[config.mk]
export PLATFORM = sky130hd
export DESIGN_NAME = csia_core
export DESIGN_NICKNAME = d
export VERILOG_FILES = /design/src/rtl/csia_pkg.sv /design/src/rtl/csia_core.sv
export SDC_FILE = /design/constraint.sdc
export NUM_CORES = 1
export LEC_CHECK = 0
export BUFFER_PORTS_ARGS = -buffer_cell sky130_fd_sc_hd__buf_2
export CORE_UTILIZATION = 50
export DETAILED_ROUTE_END_ITERATION = 10
export PLACE_DENSITY = 0.8
export RECOVER_POWER = 50
export SKIP_CTS_REPAIR_TIMING = 1
export SYNTH_ARGS = -nofsm -noshare
export SYNTH_HDL_FRONTEND = slang
export SYNTH_SLANG_ARGS = --single-unit
[constraint.sdc]
create_clock -name clk_sys_i -period 3.6 [get_ports clk_sys_i]
set_input_delay 0.36 -clock clk_sys_i [delete_from_list [all_inputs] [get_ports clk_sys_i]]
set_output_delay 0.36 -clock clk_sys_i [all_outputs]
set_load 0.02 [all_outputs]
[src/rtl/csia_pkg.sv]
/*
 * Constants and carrier types of the core stack and indirect access block.
 * Assumes a single core clock and a synchronous, active-high reset.
 */
package csia_pkg;

  // Return-address stack
  localparam int unsigned STACK_DEPTH = 16;
  localparam int unsigned PC_W        = 15;
  localparam int unsigned SP_W        = 5;
  localparam logic [SP_W-1:0] SP_FULL  = 5'h10;
  localparam logic [SP_W-1:0] SP_EMPTY = 5'h00;

  // Indirect pointers
  localparam int unsigned PTR_W     = 16;
  localparam int unsigned PTR_NUM   = 2;
  localparam int unsigned PM_SEL_BIT = 15;
  localparam int unsigned DADDR_W   = 12;
  localparam logic [2:0]  LIN_TAG   = 3'h1;
  localparam logic [12:0] LIN_BANK_BYTES = 13'h0050;
  localparam logic [6:0]  GPR_FIRST = 7'h20;
  localparam logic [PTR_W-1:0] PTR_RESET = 16'h0000;

  // Instruction set size
  localparam int unsigned OPC_W     = 6;
  localparam logic [OPC_W-1:0] NUM_INSTR = 6'h31;

  // Sticky flag positions in the power-control status image
  localparam int unsigned FLAG_OVF = 1;
  localparam int unsigned FLAG_UNF = 0;

  typedef enum logic [1:0] {
    CSIA_IDLE = 2'b00,
    CSIA_DM   = 2'b01,
    CSIA_PM1  = 2'b10,
    CSIA_PM2  = 2'b11
  } csia_state_t;

  // Core registers saved on interrupt entry besides the pointers
  typedef struct packed {
    logic [7:0] wreg;
    logic [4:0] status;
    logic [4:0] bank;
    logic [6:0] pc_latch;
  } csia_ctx_t;

  localparam csia_ctx_t CTX_RESET = '0;

endpackage : csia_pkg

[src/rtl/csia_core.sv]
/*
 * Return-address stack, interrupt shadow registers, two indirect pointers
 * with data, linear and program memory access, and instruction screening.
 * Assumes memories answer in the cycle their strobe is high, and that
 * sw_reset_o is routed back to rst_i by the system.
 */
module csia_core (
  input  wire logic                       clk_sys_i,
  input  wire logic                       rst_i,
  input  wire logic                       por_i,
  input  wire logic                       ce_i,
  // Stack
  input  wire logic                       push_i,
  input  wire logic                       pop_i,
  input  wire logic [csia_pkg::PC_W-1:0]  push_pc_i,
  output logic      [csia_pkg::PC_W-1:0]  top_pc_o,
  output logic      [csia_pkg::SP_W-1:0]  stack_depth_o,
  input  wire logic                       stack_fault_rst_en_i,
  input  wire logic [1:0]                 flag_clr_i,
  output logic      [1:0]                 power_control_status_reg_o,
  output logic                            sw_reset_o,
  // Context saving
  input  wire logic                       irq_entry_i,
  input  wire logic                       irq_return_i,
  input  wire csia_pkg::csia_ctx_t        ctx_i,
  output csia_pkg::csia_ctx_t             ctx_restore_o,
  output logic                            ctx_restore_valid_o,
  // Pointer writes
  input  wire logic                       ptr_wr_i,
  input  wire logic                       ptr_wsel_i,
  input  wire logic                       ptr_whigh_i,
  input  wire logic [7:0]                 ptr_wdata_i,
  output logic      [csia_pkg::PTR_W-1:0] indirect_pointer0_o,
  output logic      [csia_pkg::PTR_W-1:0] indirect_pointer1_o,
  // Indirect data port
  input  wire logic                       ind_rd_i,
  input  wire logic                       ind_wr_i,
  input  wire logic                       ind_sel_i,
  input  wire logic [7:0]                 ind_wdata_i,
  output logic      [7:0]                 ind_rdata_o,
  output logic                            ind_done_o,
  output logic                            ind_wr_ignored_o,
  output logic                            ind_busy_o,
  // Memories
  output logic      [csia_pkg::DADDR_W-1:0] dmem_addr_o,
  output logic                            dmem_rd_o,
  output logic                            dmem_we_o,
  output logic      [7:0]                 dmem_wdata_o,
  input  wire logic [7:0]                 dmem_rdata_i,
  output logic      [csia_pkg::PC_W-1:0]  pmem_addr_o,
  output logic                            pmem_rd_o,
  input  wire logic [13:0]                pmem_rdata_i,
  // Instruction screening
  input  wire logic                       instr_valid_i,
  input  wire logic [csia_pkg::OPC_W-1:0] instr_opc_i,
  output logic                            instr_exec_o,
  output logic                            instr_illegal_o
);

  // ****************************************************************
  // Return-address stack
  // ****************************************************************
  logic [csia_pkg::PC_W-1:0] stack_mem [csia_pkg::STACK_DEPTH];
  logic [csia_pkg::SP_W-1:0] sp_q;
  logic [1:0]                flags_q;
  logic                      sw_reset_q;
  logic                      push_ovf;
  logic                      pop_unf;
  assign push_ovf = push_i && !pop_i && (sp_q == csia_pkg::SP_FULL);
  assign pop_unf  = pop_i && !push_i && (sp_q == csia_pkg::SP_EMPTY);
  always_ff @(posedge clk_sys_i) begin
    if (ce_i && push_i && (sp_q != csia_pkg::SP_FULL)) begin
      stack_mem[sp_q[3:0]] <= push_pc_i;
    end
  end
  always_ff @(posedge clk_sys_i) begin
    if (rst_i) begin
      sp_q <= csia_pkg::SP_EMPTY;
    end else if (ce_i) begin
      if (push_i && !push_ovf && !pop_i) begin
        sp_q <= sp_q + 5'h01;
      end else if (pop_i && !push_i && !pop_unf) begin
        sp_q <= sp_q - 5'h01;
      end
    end
  end
  assign top_pc_o = (sp_q == csia_pkg::SP_EMPTY) ? '0
                  : stack_mem[4'(sp_q - 5'h01)];
  assign stack_depth_o = sp_q;
  always_ff @(posedge clk_sys_i) begin
    if (por_i) begin
      flags_q <= 2'h0;
    end else if (ce_i) begin
      flags_q[csia_pkg::FLAG_OVF] <= push_ovf
        || (flags_q[csia_pkg::FLAG_OVF] && !flag_clr_i[csia_pkg::FLAG_OVF]);
      flags_q[csia_pkg::FLAG_UNF] <= pop_unf
        || (flags_q[csia_pkg::FLAG_UNF] && !flag_clr_i[csia_pkg::FLAG_UNF]);
    end
  end
  assign power_control_status_reg_o = flags_q;
  always_ff @(posedge clk_sys_i) begin
    if (rst_i) begin
      sw_reset_q <= 1'b0;
    end else if (ce_i) begin
      sw_reset_q <= stack_fault_rst_en_i && (push_ovf || pop_unf);
    end
  end
  assign sw_reset_o = sw_reset_q;

  // ****************************************************************
  // Indirect pointers and interrupt shadows
  // ****************************************************************
  logic [csia_pkg::PTR_W-1:0] ptr_q    [csia_pkg::PTR_NUM];
  logic [csia_pkg::PTR_W-1:0] ptr_shd_q [csia_pkg::PTR_NUM];
  csia_pkg::csia_ctx_t        ctx_shd_q;
  logic                       restore_q;
  always_ff @(posedge clk_sys_i) begin
    if (rst_i) begin
      ptr_q[0]  <= csia_pkg::PTR_RESET;
      ptr_q[1]  <= csia_pkg::PTR_RESET;
      restore_q <= 1'b0;
    end else if (ce_i) begin
      restore_q <= irq_return_i;
      if (irq_return_i) begin
        ptr_q[0] <= ptr_shd_q[0];
        ptr_q[1] <= ptr_shd_q[1];
      end else if (ptr_wr_i && ptr_whigh_i) begin
        ptr_q[ptr_wsel_i][15:8] <= ptr_wdata_i;
      end else if (ptr_wr_i) begin
        ptr_q[ptr_wsel_i][7:0] <= ptr_wdata_i;
      end
    end
  end
  assign indirect_pointer0_o = ptr_q[0];
  assign indirect_pointer1_o = ptr_q[1];
  always_ff @(posedge clk_sys_i) begin
    if (rst_i) begin
      ptr_shd_q[0] <= csia_pkg::PTR_RESET;
      ptr_shd_q[1] <= csia_pkg::PTR_RESET;
      ctx_shd_q    <= csia_pkg::CTX_RESET;
    end else if (ce_i && irq_entry_i) begin
      ptr_shd_q[0] <= ptr_q[0];
      ptr_shd_q[1] <= ptr_q[1];
      ctx_shd_q    <= ctx_i;
    end
  end
  assign ctx_restore_o       = ctx_shd_q;
  assign ctx_restore_valid_o = restore_q;

  // ****************************************************************
  // Indirect access sequencer
  // ****************************************************************
  csia_pkg::csia_state_t       state_q;
  csia_pkg::csia_state_t       state_d;
  logic [csia_pkg::PTR_W-1:0]  sel_ptr;
  logic [12:0]                 lin_ofs;
  logic [4:0]                  lin_bank;
  logic [6:0]                  lin_idx;
  logic [csia_pkg::DADDR_W-1:0] daddr_d;
  logic [csia_pkg::DADDR_W-1:0] daddr_q;
  logic [csia_pkg::PC_W-1:0]   paddr_q;
  logic                        wr_q;
  logic                        pm_q;
  logic [7:0]                  wdata_q;
  logic [7:0]                  rdata_q;
  logic                        done_q;
  logic                        ign_q;
  logic                        take;
  assign sel_ptr  = ptr_q[ind_sel_i];
  assign take     = (state_q == csia_pkg::CSIA_IDLE)
                    && (ind_rd_i || ind_wr_i);
  // linear view of banked general RAM
  assign lin_ofs  = sel_ptr[12:0];
  assign lin_bank = 5'(lin_ofs / csia_pkg::LIN_BANK_BYTES);
  assign lin_idx  = 7'(lin_ofs % csia_pkg::LIN_BANK_BYTES);
  always_comb begin
    daddr_d = sel_ptr[csia_pkg::DADDR_W-1:0];
    if (sel_ptr[15:13] == csia_pkg::LIN_TAG) begin
      daddr_d = {lin_bank, 7'(csia_pkg::GPR_FIRST + lin_idx)};
    end
  end
  // high pointer bit picks program memory
  // extra fetch state for program memory
  always_comb begin
    state_d = state_q;
    case (state_q)
      csia_pkg::CSIA_IDLE: begin
        if (take) begin
          state_d = (sel_ptr[csia_pkg::PM_SEL_BIT] && !ind_wr_i)
                  ? csia_pkg::CSIA_PM1 : csia_pkg::CSIA_DM;
        end
      end
      csia_pkg::CSIA_PM1: state_d = csia_pkg::CSIA_PM2;
      csia_pkg::CSIA_PM2: state_d = csia_pkg::CSIA_IDLE;
      csia_pkg::CSIA_DM:  state_d = csia_pkg::CSIA_IDLE;
      default:            state_d = csia_pkg::CSIA_IDLE;
    endcase
  end
  always_ff @(posedge clk_sys_i) begin
    if (rst_i) begin
      state_q <= csia_pkg::CSIA_IDLE;
    end else if (ce_i) begin
      state_q <= state_d;
    end
  end
  always_ff @(posedge clk_sys_i) begin
    if (rst_i) begin
      daddr_q <= '0;
      paddr_q <= '0;
      wr_q    <= 1'b0;
      pm_q    <= 1'b0;
      wdata_q <= 8'h00;
    end else if (ce_i && take) begin
      daddr_q <= daddr_d;
      paddr_q <= sel_ptr[csia_pkg::PC_W-1:0];
      wr_q    <= ind_wr_i;
      pm_q    <= sel_ptr[csia_pkg::PM_SEL_BIT];
      wdata_q <= ind_wdata_i;
    end
  end
  // low eight bits of program word
  always_ff @(posedge clk_sys_i) begin
    if (rst_i) begin
      rdata_q <= 8'h00;
    end else if (ce_i) begin
      if (state_q == csia_pkg::CSIA_PM2) begin
        rdata_q <= pmem_rdata_i[7:0];
      end else if (state_q == csia_pkg::CSIA_DM && !wr_q) begin
        rdata_q <= dmem_rdata_i;
      end
    end
  end
  // writes aimed at program memory dropped
  always_ff @(posedge clk_sys_i) begin
    if (rst_i) begin
      done_q <= 1'b0;
      ign_q  <= 1'b0;
    end else if (ce_i) begin
      done_q <= (state_q == csia_pkg::CSIA_DM)
             || (state_q == csia_pkg::CSIA_PM2);
      ign_q  <= (state_q == csia_pkg::CSIA_DM) && wr_q && pm_q;
    end
  end
  assign dmem_addr_o  = daddr_q;
  // no data strobes for program target
  assign dmem_rd_o    = (state_q == csia_pkg::CSIA_DM) && !wr_q && !pm_q;
  assign dmem_we_o    = (state_q == csia_pkg::CSIA_DM) && wr_q && !pm_q
                        && ce_i;
  assign dmem_wdata_o = wdata_q;
  assign pmem_addr_o  = paddr_q;
  assign pmem_rd_o    = (state_q == csia_pkg::CSIA_PM1)
                     || (state_q == csia_pkg::CSIA_PM2);
  assign ind_rdata_o      = rdata_q;
  assign ind_done_o       = done_q;
  assign ind_wr_ignored_o = ign_q;
  assign ind_busy_o       = (state_q != csia_pkg::CSIA_IDLE);

  // ****************************************************************
  // Instruction screening
  // ****************************************************************
  logic exec_q;
  logic illegal_q;
  always_ff @(posedge clk_sys_i) begin
    if (rst_i) begin
      exec_q    <= 1'b0;
      illegal_q <= 1'b0;
    end else if (ce_i) begin
      exec_q    <= instr_valid_i && (instr_opc_i < csia_pkg::NUM_INSTR);
      illegal_q <= instr_valid_i && (instr_opc_i >= csia_pkg::NUM_INSTR);
    end
  end
  assign instr_exec_o    = exec_q;
  assign instr_illegal_o = illegal_q;
endmodule // csia_core

==> results of run 1 <==
[final timing paths]
kind,to,slack [ns],cells past startpoint
max,top_pc_o[8],0.16,8
min,ctx_restore_o[14]$_SDFFE_PP0P_,0.02,2
max reg2reg,dmem_addr_o[4]$_SDFFE_PP0P_,0.33,10
min reg2reg,dmem_wdata_o[7]$_SDFFE_PP0P_,0.46,2
[cells in the final DEF (no fill, tap or decap), drive strengths merged, types with 5 or more instances in the layout]
cell type,n
and2,33
nand4,10
a211oi,51
mux2,9
mux4,60
nor2b,18
a21oi,40
ha,5
buf,185
o211ai,5
nand3,23
nand2,63
clkbuf,154
mux2i,33
edfxtp,304
dfxtp,82
a22o,58
nand2b,8
a31oi,7
a311oi,12
nor2,81
or3,5
o21ai,18
nor3,23
inv,7
clkinv,15
[registers in the layout, summed over array words and instances, names as in the netlist, 2 cells and up]
signal / count
power_control_status_reg_o: 2
ptr_shd_q: 32
dmem_addr_o: 12
stack_mem: 240
ptr_q: 32
state_q: 2
stack_depth_o: 5
ind_rdata_o: 8
dmem_wdata_o: 8
pmem_addr_o: 12
ctx_restore_o: 25
[metrics by stage]
| stage | instances | setup WS (ns) |
|---|---|---|
| 4_1_cts | 1772 | -0.116 |
| 5_1_grt | 1773 | 0.00718 |
| 6_report | 1773 | 0.159 |
| 3_3_place_gp | 1701 | 0.150 |
| 2_1_floorplan | 1096 | 0.0429 |
| 3_5_place_dp | 1701 | 0.114 |
[cells by family (layout without fill, tap and decap cells)]
group / count (synthesis) / in the layout
fa+ha+maj: 6 / 6
buf+inv: 90 / 365
xor+xnor: 7 / 7
simple gates: 282 / 282
compound gates: 223 / 223
flops: 386 / 386
mux: 102 / 102
[layout make-up]
type	count	area share (%)
tap	402	2.62
inverter	6	0.117
sequential	386	56.0
clock buffer	52	5.54
multi-input combinational	620	26.8
clock inverter	19	1.13
timing repair buffer	288	7.79
[report_power, final]
part | switching [mW] | internal [mW] | total (mW)
clock network | 1.68 | 2.33 | 4.00
logic | 1.06 | 0.675 | 1.74
registers | 0.111 | 4.95 | 5.06
[metal layers]
layer | track usage [%] | share of wire, % | up-vias
met5 | 0 | 0.023 | -
met3 | 4.17 | 6.8 | 65
met2 | 40.9 | 51 | 463
met4 | 6.35 | 2.3 | 2
met1 | 29.4 | 40 | 5333
li1 | - | - | 4801
==> results_dict.tcl, run 1 <==
set metrics [dict create \
    status "finished, violations left" \
    violations "capacitance limit, slew limit" \
    start_util_pct 51.0 \
    gp_congestion 0.929 \
    n_fill_cell 2386 \
    grt.overflow.total 0 \
    post_synth.cell_area_avg_um2 14.8 \
    async_flop_share_pct 0 \
    clock_tree.buffer_depth 3 \
    syn_inst 1096 \
    placed_cell_area_um2 18100 \
    synth_edf_count 304 \
    hold_path_class "input pin to flop" \
    worstHoldStart "ctx_i[14]" \
    seq_area_frac_synth_pct 66.5 \
    synthSimpleGateAreaFrac_pct 8.52 \
    multiInputGateArea_um2 5150 \
    fmax_mhz 291 \
    routed_wl_mm 38.6 \
    hpwl_mm 24.4 \
    areaGrowthSynthToFinish_pct 18.8 \
    synth_common_cells "edfxtp_1 (304), dfxtp_1 (82), nor2_1 (81)" \
    rows 65 \
    cts_buffers 40 \
    cp_top_family "buffers and inverters" \
    skew_ns 0.0212 \
    drive_above_1_share_pct 25.0 \
    cp.arrival_ns 3.08 \
    vias 10700 \
    first_global_vias 10400 \
    cp_max_fo 24 \
    final_hold_viol_count 0 \
    crit_path_max_incr_delay_ns 0.51 \
    grt_usage_pct 23.2 \
    yosys.area_share.xor_xnor_pct 0.379 \
    final_max_slew_viol_count 43 \
    synth.largest_area_cell "edfxtp_1" \
    timing.hold.ws_ns 0.0229 \
    syn_nets 1203 \
    utilization_pct 60.6 \
    cap_violations 1 \
    end_kind "output pin" \
    layout.nets 1449 \
    grt_max_degree 62 \
    post-synth-top-count-cell "edfxtp_1" \
    insertion_delay_ns 0.55 \
    ys_top_cells_by_area "edfxtp_1 (56%), dfxtp_1 (10%), mux4_2 (8.3%), a22o_1 (3.1%), a211oi_1 (2.3%)" \
    fin_crit_sh_pct 95.6 \
    fin_setup_tns_ns 0 \
    dr.pass1.iters 5 \
    fp.dieH_um 182 \
    core_area_um2 31700 \
    worstSetupPathType "flop to output pin" \
    cp-start-kind "flop" \
    ys.warnings.count 0 \
    seq_area_um2 10800 \
    grt_antenna_before_repair 2 \
    finalCriticalPeriod_ns 3.44 \
    crit_buf_inv 3 \
    routedWlPerCell_um 21.8 \
    finalPower_mw 10.8 \
    grt_pass1_wl_mm 59.0 \
    ys_types 69 \
    crit_chain "inv_1, ha_4, buf_12, mux4_2, nor2b_1, a211oi_1, a211oi_2, buf_2" \
    worst_pin_slew_ns 2.40 \
    syn-cell-area_um2 16200 \
    clk_pin_slew_ns 0.06 \
    grt_setup_unrepaired "no" \
    io_pins 234 \
    ys_ff_latch 386 \
    synthMuxAreaShare_pct 11.3 \
    startpoint "stack_depth_o[0]$_SDFFE_PP0P_" \
    portBuffers 227 \
    slew_headroom_pct -60.3 \
    synth_ff_type "edfxtp_1" \
    synth_top_family_by_area "multiplexers" \
    vdd_drop_max_mv 0.428 \
    design_area_um2 19200 \
    synth_fa_ha_area_share_pct 0.448 \
    p_leak_nw 6.73 \
    synth-compound-area-share_pct 10.2 \
    cts_tree "done" \
    diodes 0 \
    yosysTopAreaCellShare_pct 56.4 \
    vias_per_cell 6.01 \
    cp.required_ns 3.24 \
    r2r-start "ptr_q[1][11]$_DFFE_PP_" \
    critPathSlowestCell "dfxtp_4" \
    die_area_um2 33100 \
    drc 0 \
    cts.sinks 386 \
    power_density_nw_per_um2 562 \
    setup_viol 0 \
    drtIter0Drc 924 \
    detail-route-antenna-nets 0 \
    root_buffer "clkbuf_16" \
    die_x_um 182 \
    htree_levels 2 \
]
Power figures use the tool's default switching activity.
==> inputs of run 2 (changes only) <==
--- a/config.mk
+++ b/config.mk
@@ -6,6 +6,7 @@
 export NUM_CORES = 1
 export LEC_CHECK = 0
 export BUFFER_PORTS_ARGS = -buffer_cell sky130_fd_sc_hd__buf_2
+export CORE_ASPECT_RATIO = 0.5
 export CORE_UTILIZATION = 50
 export DETAILED_ROUTE_END_ITERATION = 10
 export PLACE_DENSITY = 0.8
==> run 2 against run 1 <==
Net effect:
- the flow still finishes with violations (capacitance limit, slew limit)
- core utilization decreased by 0.53 points
- combinational power barely moved
- cell count increased by 0.62%
- setup slack better by 0.063 ns
- global-route usage is 0.50 points higher
- clock skew shrank 0.0027 ns
- die area up 0.13%
- clock power about the same
==> results_dict.tcl, run 2 (synthesis results as in run 1) <==
set metrics [dict create \
    status "finished, violations left" \
    violations "capacitance limit, slew limit" \
    crit_chain "inv_1, ha_2, buf_12, mux4_2, nor2b_1, a211oi_1, a211oi_2, buf_2" \
    areaGrowthSynthToFinish_pct 18.0 \
    drc 0 \
    crit_path_max_incr_delay_ns 0.57 \
    final_cell_mix "edfxtp_1 (304), clkbuf_1 (133), buf_2 (101)" \
    drtIter0Drc 1131 \
    cts_buffers 35 \
    die_area_um2 33100 \
    vias 10700 \
    n_fill_cell 2339 \
    p_leak_nw 6.57 \
    rrSetupSlack_ns 0.36 \
    rr_worst_depth 10 \
    fin_setup_tns_ns 0 \
    grt_pass1_wl_mm 60.5 \
    min_path_cells 2 \
    grt.overflow.total 0 \
    grt_max_degree 65 \
    end_kind "output pin" \
    slew_headroom_pct -20.5 \
    first_global_vias 10500 \
    hold_path_class "input pin to flop" \
    finalCriticalPeriod_ns 3.38 \
    grt_antenna_before_repair 2 \
    worstSetupPathType "flop to output pin" \
    drive_above_1_share_pct 22.6 \
    cp_max_fo 28 \
    dp.cells 1720 \
    power_density_nw_per_um2 565 \
    grt_usage_pct 23.7 \
    largest_register_ffs 240 \
    fp.dieH_um 129 \
    setup_viol 0 \
    cp.required_ns 3.24 \
    dr.pass1.iters 5 \
    cts.sinks 386 \
    insertion_delay_ns 0.53 \
    multiInputGateArea_um2 5130 \
    final_max_slew_viol_count 57 \
    grt_setup_unrepaired "no" \
    core_area_um2 31800 \
    rows 46 \
    fin_crit_sh_pct 93.8 \
    final_hold_viol_count 0 \
    hpwl_mm 24.8 \
    worstHoldStart "ctx_i[15]" \
    layout.nets 1433 \
    htree_levels 2 \
    io_pins 234 \
    detail-route-antenna-nets 0 \
    worst_pin_slew_ns 1.81 \
    placed_cell_area_um2 18000 \
    seq_area_um2 10800 \
    routedWlPerCell_um 22.1 \
    holdPathEnd "ctx_restore_o[15]$_SDFFE_PP0P_" \
    vias_per_cell 6.00 \
    cts_tree "done" \
    r2r-start "ptr_q[0][7]$_DFFE_PP_" \
    root_buffer "clkbuf_16" \
    start_util_pct 50.9 \
    clk_pin_slew_ns 0.06 \
    final_common_cell "edfxtp_1" \
    vdd_drop_max_mv 0.424 \
    critPathSlowestCell "ha_2" \
    die_x_um 256 \
    routed_wl_mm 39.5 \
    cp.arrival_ns 3.02 \
    final_cell_count_no_fill 1784 \
    fmax_mhz 296 \
    cap_violations 1 \
    portBuffers 227 \
    skew_ns 0.0185 \
    clock_tree.buffer_depth 3 \
    design_area_um2 19100 \
    cp-start-kind "flop" \
    gp_congestion 0.918 \
    startpoint "stack_depth_o[1]$_SDFFE_PP0P_" \
    r2r-end "dmem_addr_o[7]$_SDFFE_PP0P_" \
]
-- run 2: cell types whose count changed in the layout (fill, tap and decap cells not counted), sizes merged, moves of 5 or more --
cell    before  now
clkbuf     154  168
clkinv      15   10
bufinv       3    8
buf        185  146
-- run 2: metal layers --
metal,wire [um],up-vias,global-route usage (%),share of wire (%)
met1,16200,5373,31.7,41
met2,19800,506,40.5,50
met5,0,-,0,0
met4,718,0,6.65,1.8
met3,2710,61,4.21,6.9
li1,-,4764,-,-
-- run 2: report_power, final --
part	leakage, nW	internal (mW)	switching (mW)	total (mW)
sequential	3.52	4.94	0.0995	5.04
clock	0.597	2.38	1.64	4.03
combinational	2.45	0.641	1.08	1.72
total	6.57	7.97	2.83	10.8
-- run 2: stage by stage --
stage | power (mW) | utilization, % | setup WS, ns | hold slack [ns]
floorplan | 6.29 | - | 0.0429 | 0.429
global placement | 6.81 | 56.8 | 0.246 | 0.439
detailed placement | 6.87 | 56.8 | 0.127 | 0.445
CTS | 10.9 | 60.6 | 0.164 | -0.0248
global route | 11.1 | 60.1 | 0.0593 | 0.0261
finish | 10.8 | 60.1 | 0.222 | 0.0440
-- run 2: final cells by class --
| type | instances | share of cell area (%) |
|---|---|---|
| Antenna cell | 2 | 0.0262 |
| Clock buffer | 38 | 4.65 |
| Clock inverter | 23 | 1.81 |
| Inverter | 6 | 0.118 |
| Multi-Input combinational cell | 620 | 26.9 |
| Sequential cell | 386 | 56.4 |
| Tap cell | 432 | 2.83 |
| Timing Repair Buffer | 277 | 7.29 |
-- run 2: worst max path at each step --
stage                                  endpoint  slack, ns  depth (start not counted)
floorplan                           top_pc_o[3]       0.04                         11
global placement    dmem_addr_o[7]$_SDFFE_PP0P_       0.25                         11
detailed placement  dmem_addr_o[7]$_SDFFE_PP0P_       0.13                         11
CTS                                top_pc_o[13]       0.16                          8
global route                       top_pc_o[13]       0.06                          8
finish                             top_pc_o[13]       0.22                          8
-- run 2: critical path: cells and delay by family, from the launching register on --
kind                     cells  cell delay [ns]
adder cells (fa/ha/maj)      1             0.57
buffers and inverters        3             0.60
AND/OR/NAND/NOR              1             0.15
flip-flops                   1             0.45
multiplexers                 1             0.32
AO/OA/AOI/OAI                2             0.40
==> inputs of run 3 (changes only) <==
--- a/config.mk
+++ b/config.mk
@@ -9,6 +9,7 @@
 export CORE_ASPECT_RATIO = 0.5
 export CORE_UTILIZATION = 50
 export DETAILED_ROUTE_END_ITERATION = 10
+export HOLD_SLACK_MARGIN = 0.15
 export PLACE_DENSITY = 0.8
 export RECOVER_POWER = 50
 export SKIP_CTS_REPAIR_TIMING = 1
==> run 3 against run 2 <==
Net effect:
- the run still ends with capacitance limit, slew limit left
- clock power about the same
- critical path type unchanged
- hold slack improved by 0.10 ns
- highest routed layer unchanged
- sequential share of layout area decreased by 1.5 points
- cell count increased by 3.0%
- die area unchanged
- setup slack got worse by 0.022 ns
- core utilization increased by 1.7 points
- largest power group unchanged
==> results_dict.tcl, run 3 (synthesis results as in run 1) <==
set metrics [dict create \
    grt_setup_unrepaired "no" \
    largest_register_ffs 240 \
    routedWlPerCell_um 22.2 \
    cp_max_fo 28 \
    drtIter0Drc 1219 \
    n_fill_cell 2268 \
    worstSetupPathType "flop to output pin" \
    crit_chain "inv_1, ha_2, buf_12, mux4_2, nor2b_1, a211oi_1, a211oi_2, buf_2" \
    htree_levels 2 \
    drive_above_1_share_pct 21.7 \
    io_pins 234 \
    grt_usage_pct 23.7 \
    fin_ws_ns 0.200 \
    gp_congestion 0.918 \
    violations "capacitance limit, slew limit" \
    rows 46 \
    final_hold_viol_count 0 \
    cap_violations 1 \
    r2r-end "dmem_addr_o[7]$_SDFFE_PP0P_" \
    worstHoldStart "irq_return_i" \
    core_area_um2 31800 \
    slew_headroom_pct -22.7 \
    die_area_um2 33100 \
    layout.nets 1487 \
    rrSetupSlack_ns 0.34 \
    critPathSlowestCell "ha_2" \
    finalCriticalPeriod_ns 3.40 \
    cts.sinks 386 \
    root_buffer "clkbuf_16" \
    start_util_pct 50.9 \
    hpwl_mm 24.8 \
    cp_top_family "buffers and inverters" \
    fin_crit_sh_pct 94.4 \
    routed_wl_mm 40.8 \
    rr_worst_depth 10 \
    status "finished, violations left" \
    startpoint "stack_depth_o[1]$_SDFFE_PP0P_" \
    clock_tree.buffer_depth 3 \
    cp-start-kind "flop" \
    r2r-start "ptr_q[1][7]$_DFFE_PP_" \
    grt_pass1_wl_mm 60.5 \
    grt.overflow.total 0 \
    place_ws_ns 0.127 \
    detail-route-antenna-nets 0 \
    cts_buffers 35 \
    cts_tree "done" \
    dr.pass1.iters 7 \
    min_path_cells 3 \
    setup_viol 0 \
    final_common_cell "edfxtp_1" \
    clk_pin_slew_ns 0.07 \
    hold_path_class "input pin to flop" \
    final_max_slew_viol_count 57 \
    vias 11000 \
    cp.arrival_ns 3.04 \
    fp.dieH_um 129 \
    vias_per_cell 6.00 \
    crit_buf_inv 3 \
    holdPathEnd "ctx_restore_valid_o$_SDFFE_PP0P_" \
    die_x_um 256 \
    insertion_delay_ns 0.53 \
    power_density_nw_per_um2 553 \
    first_global_vias 10500 \
    fmax_mhz 294 \
    portBuffers 227 \
    grt_antenna_before_repair 1 \
    worst_pin_slew_ns 1.84 \
    grt_max_degree 65 \
    cp.required_ns 3.24 \
    crit_path_max_incr_delay_ns 0.57 \
    end_kind "output pin" \
    final_cell_mix "edfxtp_1 (304), clkbuf_1 (133), buf_2 (101)" \
    skew_ns 0.0163 \
    p_leak_nw 6.81 \
    vdd_drop_max_mv 0.420 \
    areaGrowthSynthToFinish_pct 21.3 \
    drc 0 \
    fin_setup_tns_ns 0 \
]
-- run 3: cell count changes in the layout (fill, tap and decap cells not counted) --
cell           previous run  this run
dlygate4sd3_1             1        55
diode_2                   2         1
-- run 3: tightest hold or removal path, stage by stage --
cell     delay (ns)
buf_2          0.12
nand2_1        0.08
a21oi_1        0.07
-- run 3: area by class of cell --
type                    instances  area, um^2  area share (%)
clock buffers                  38         887            4.52
clock inverters                23         345            1.76
repair buffers                331        1930            9.84
inverters                       6        22.5           0.115
diodes                          1        2.50          0.0127
multi-input cells             620        5130            26.1
flip-flops and latches        386       10800            54.9
well taps                     432         541            2.75
-- run 3: worst max-delay path by stage --
stage	cells after the start	end	slack (ns)
2_1_floorplan	11	top_pc_o[3]	0.04
3_3_place_gp	11	dmem_addr_o[7]$_SDFFE_PP0P_	0.25
3_5_place_dp	11	dmem_addr_o[7]$_SDFFE_PP0P_	0.13
4_1_cts	8	top_pc_o[13]	0.16
5_1_grt	8	top_pc_o[13]	0.06
6_report	8	top_pc_o[13]	0.20
-- run 3: where the power goes --
part / total, mW / switching, mW / internal [mW]
Clock: 4.04 / 1.65 / 2.38
Sequential: 5.04 / 0.101 / 4.94
Combinational: 1.78 / 1.10 / 0.680
Total: 10.9 / 2.85 / 8.01
-- run 3: per-stage QoR --
| stage | power, mW | util [%] | instances | hold WS, ns | area [um^2] |
|---|---|---|---|---|---|
| final | 10.9 | 61.8 | 1837 | 0.146 | 19600 |
| after global routing | 11.2 | 61.8 | 1836 | 0.147 | 19600 |
| after CTS | 10.9 | 60.6 | 1781 | -0.0248 | 19300 |
| after detailed placement | 6.87 | 56.8 | 1720 | 0.445 | 18000 |
| after global placement | 6.81 | 56.8 | 1720 | 0.439 | 18000 |
| after floorplan | 6.29 | - | 1096 | 0.429 | 16300 |
-- run 3: routing by layer --
layer,vias up,global-route usage [%],share of wire (%)
met5,-,0,0
met4,0,6.65,2.1
met3,68,4.21,7.2
met2,534,40.5,50
met1,5547,31.7,41
li1,4877,-,-
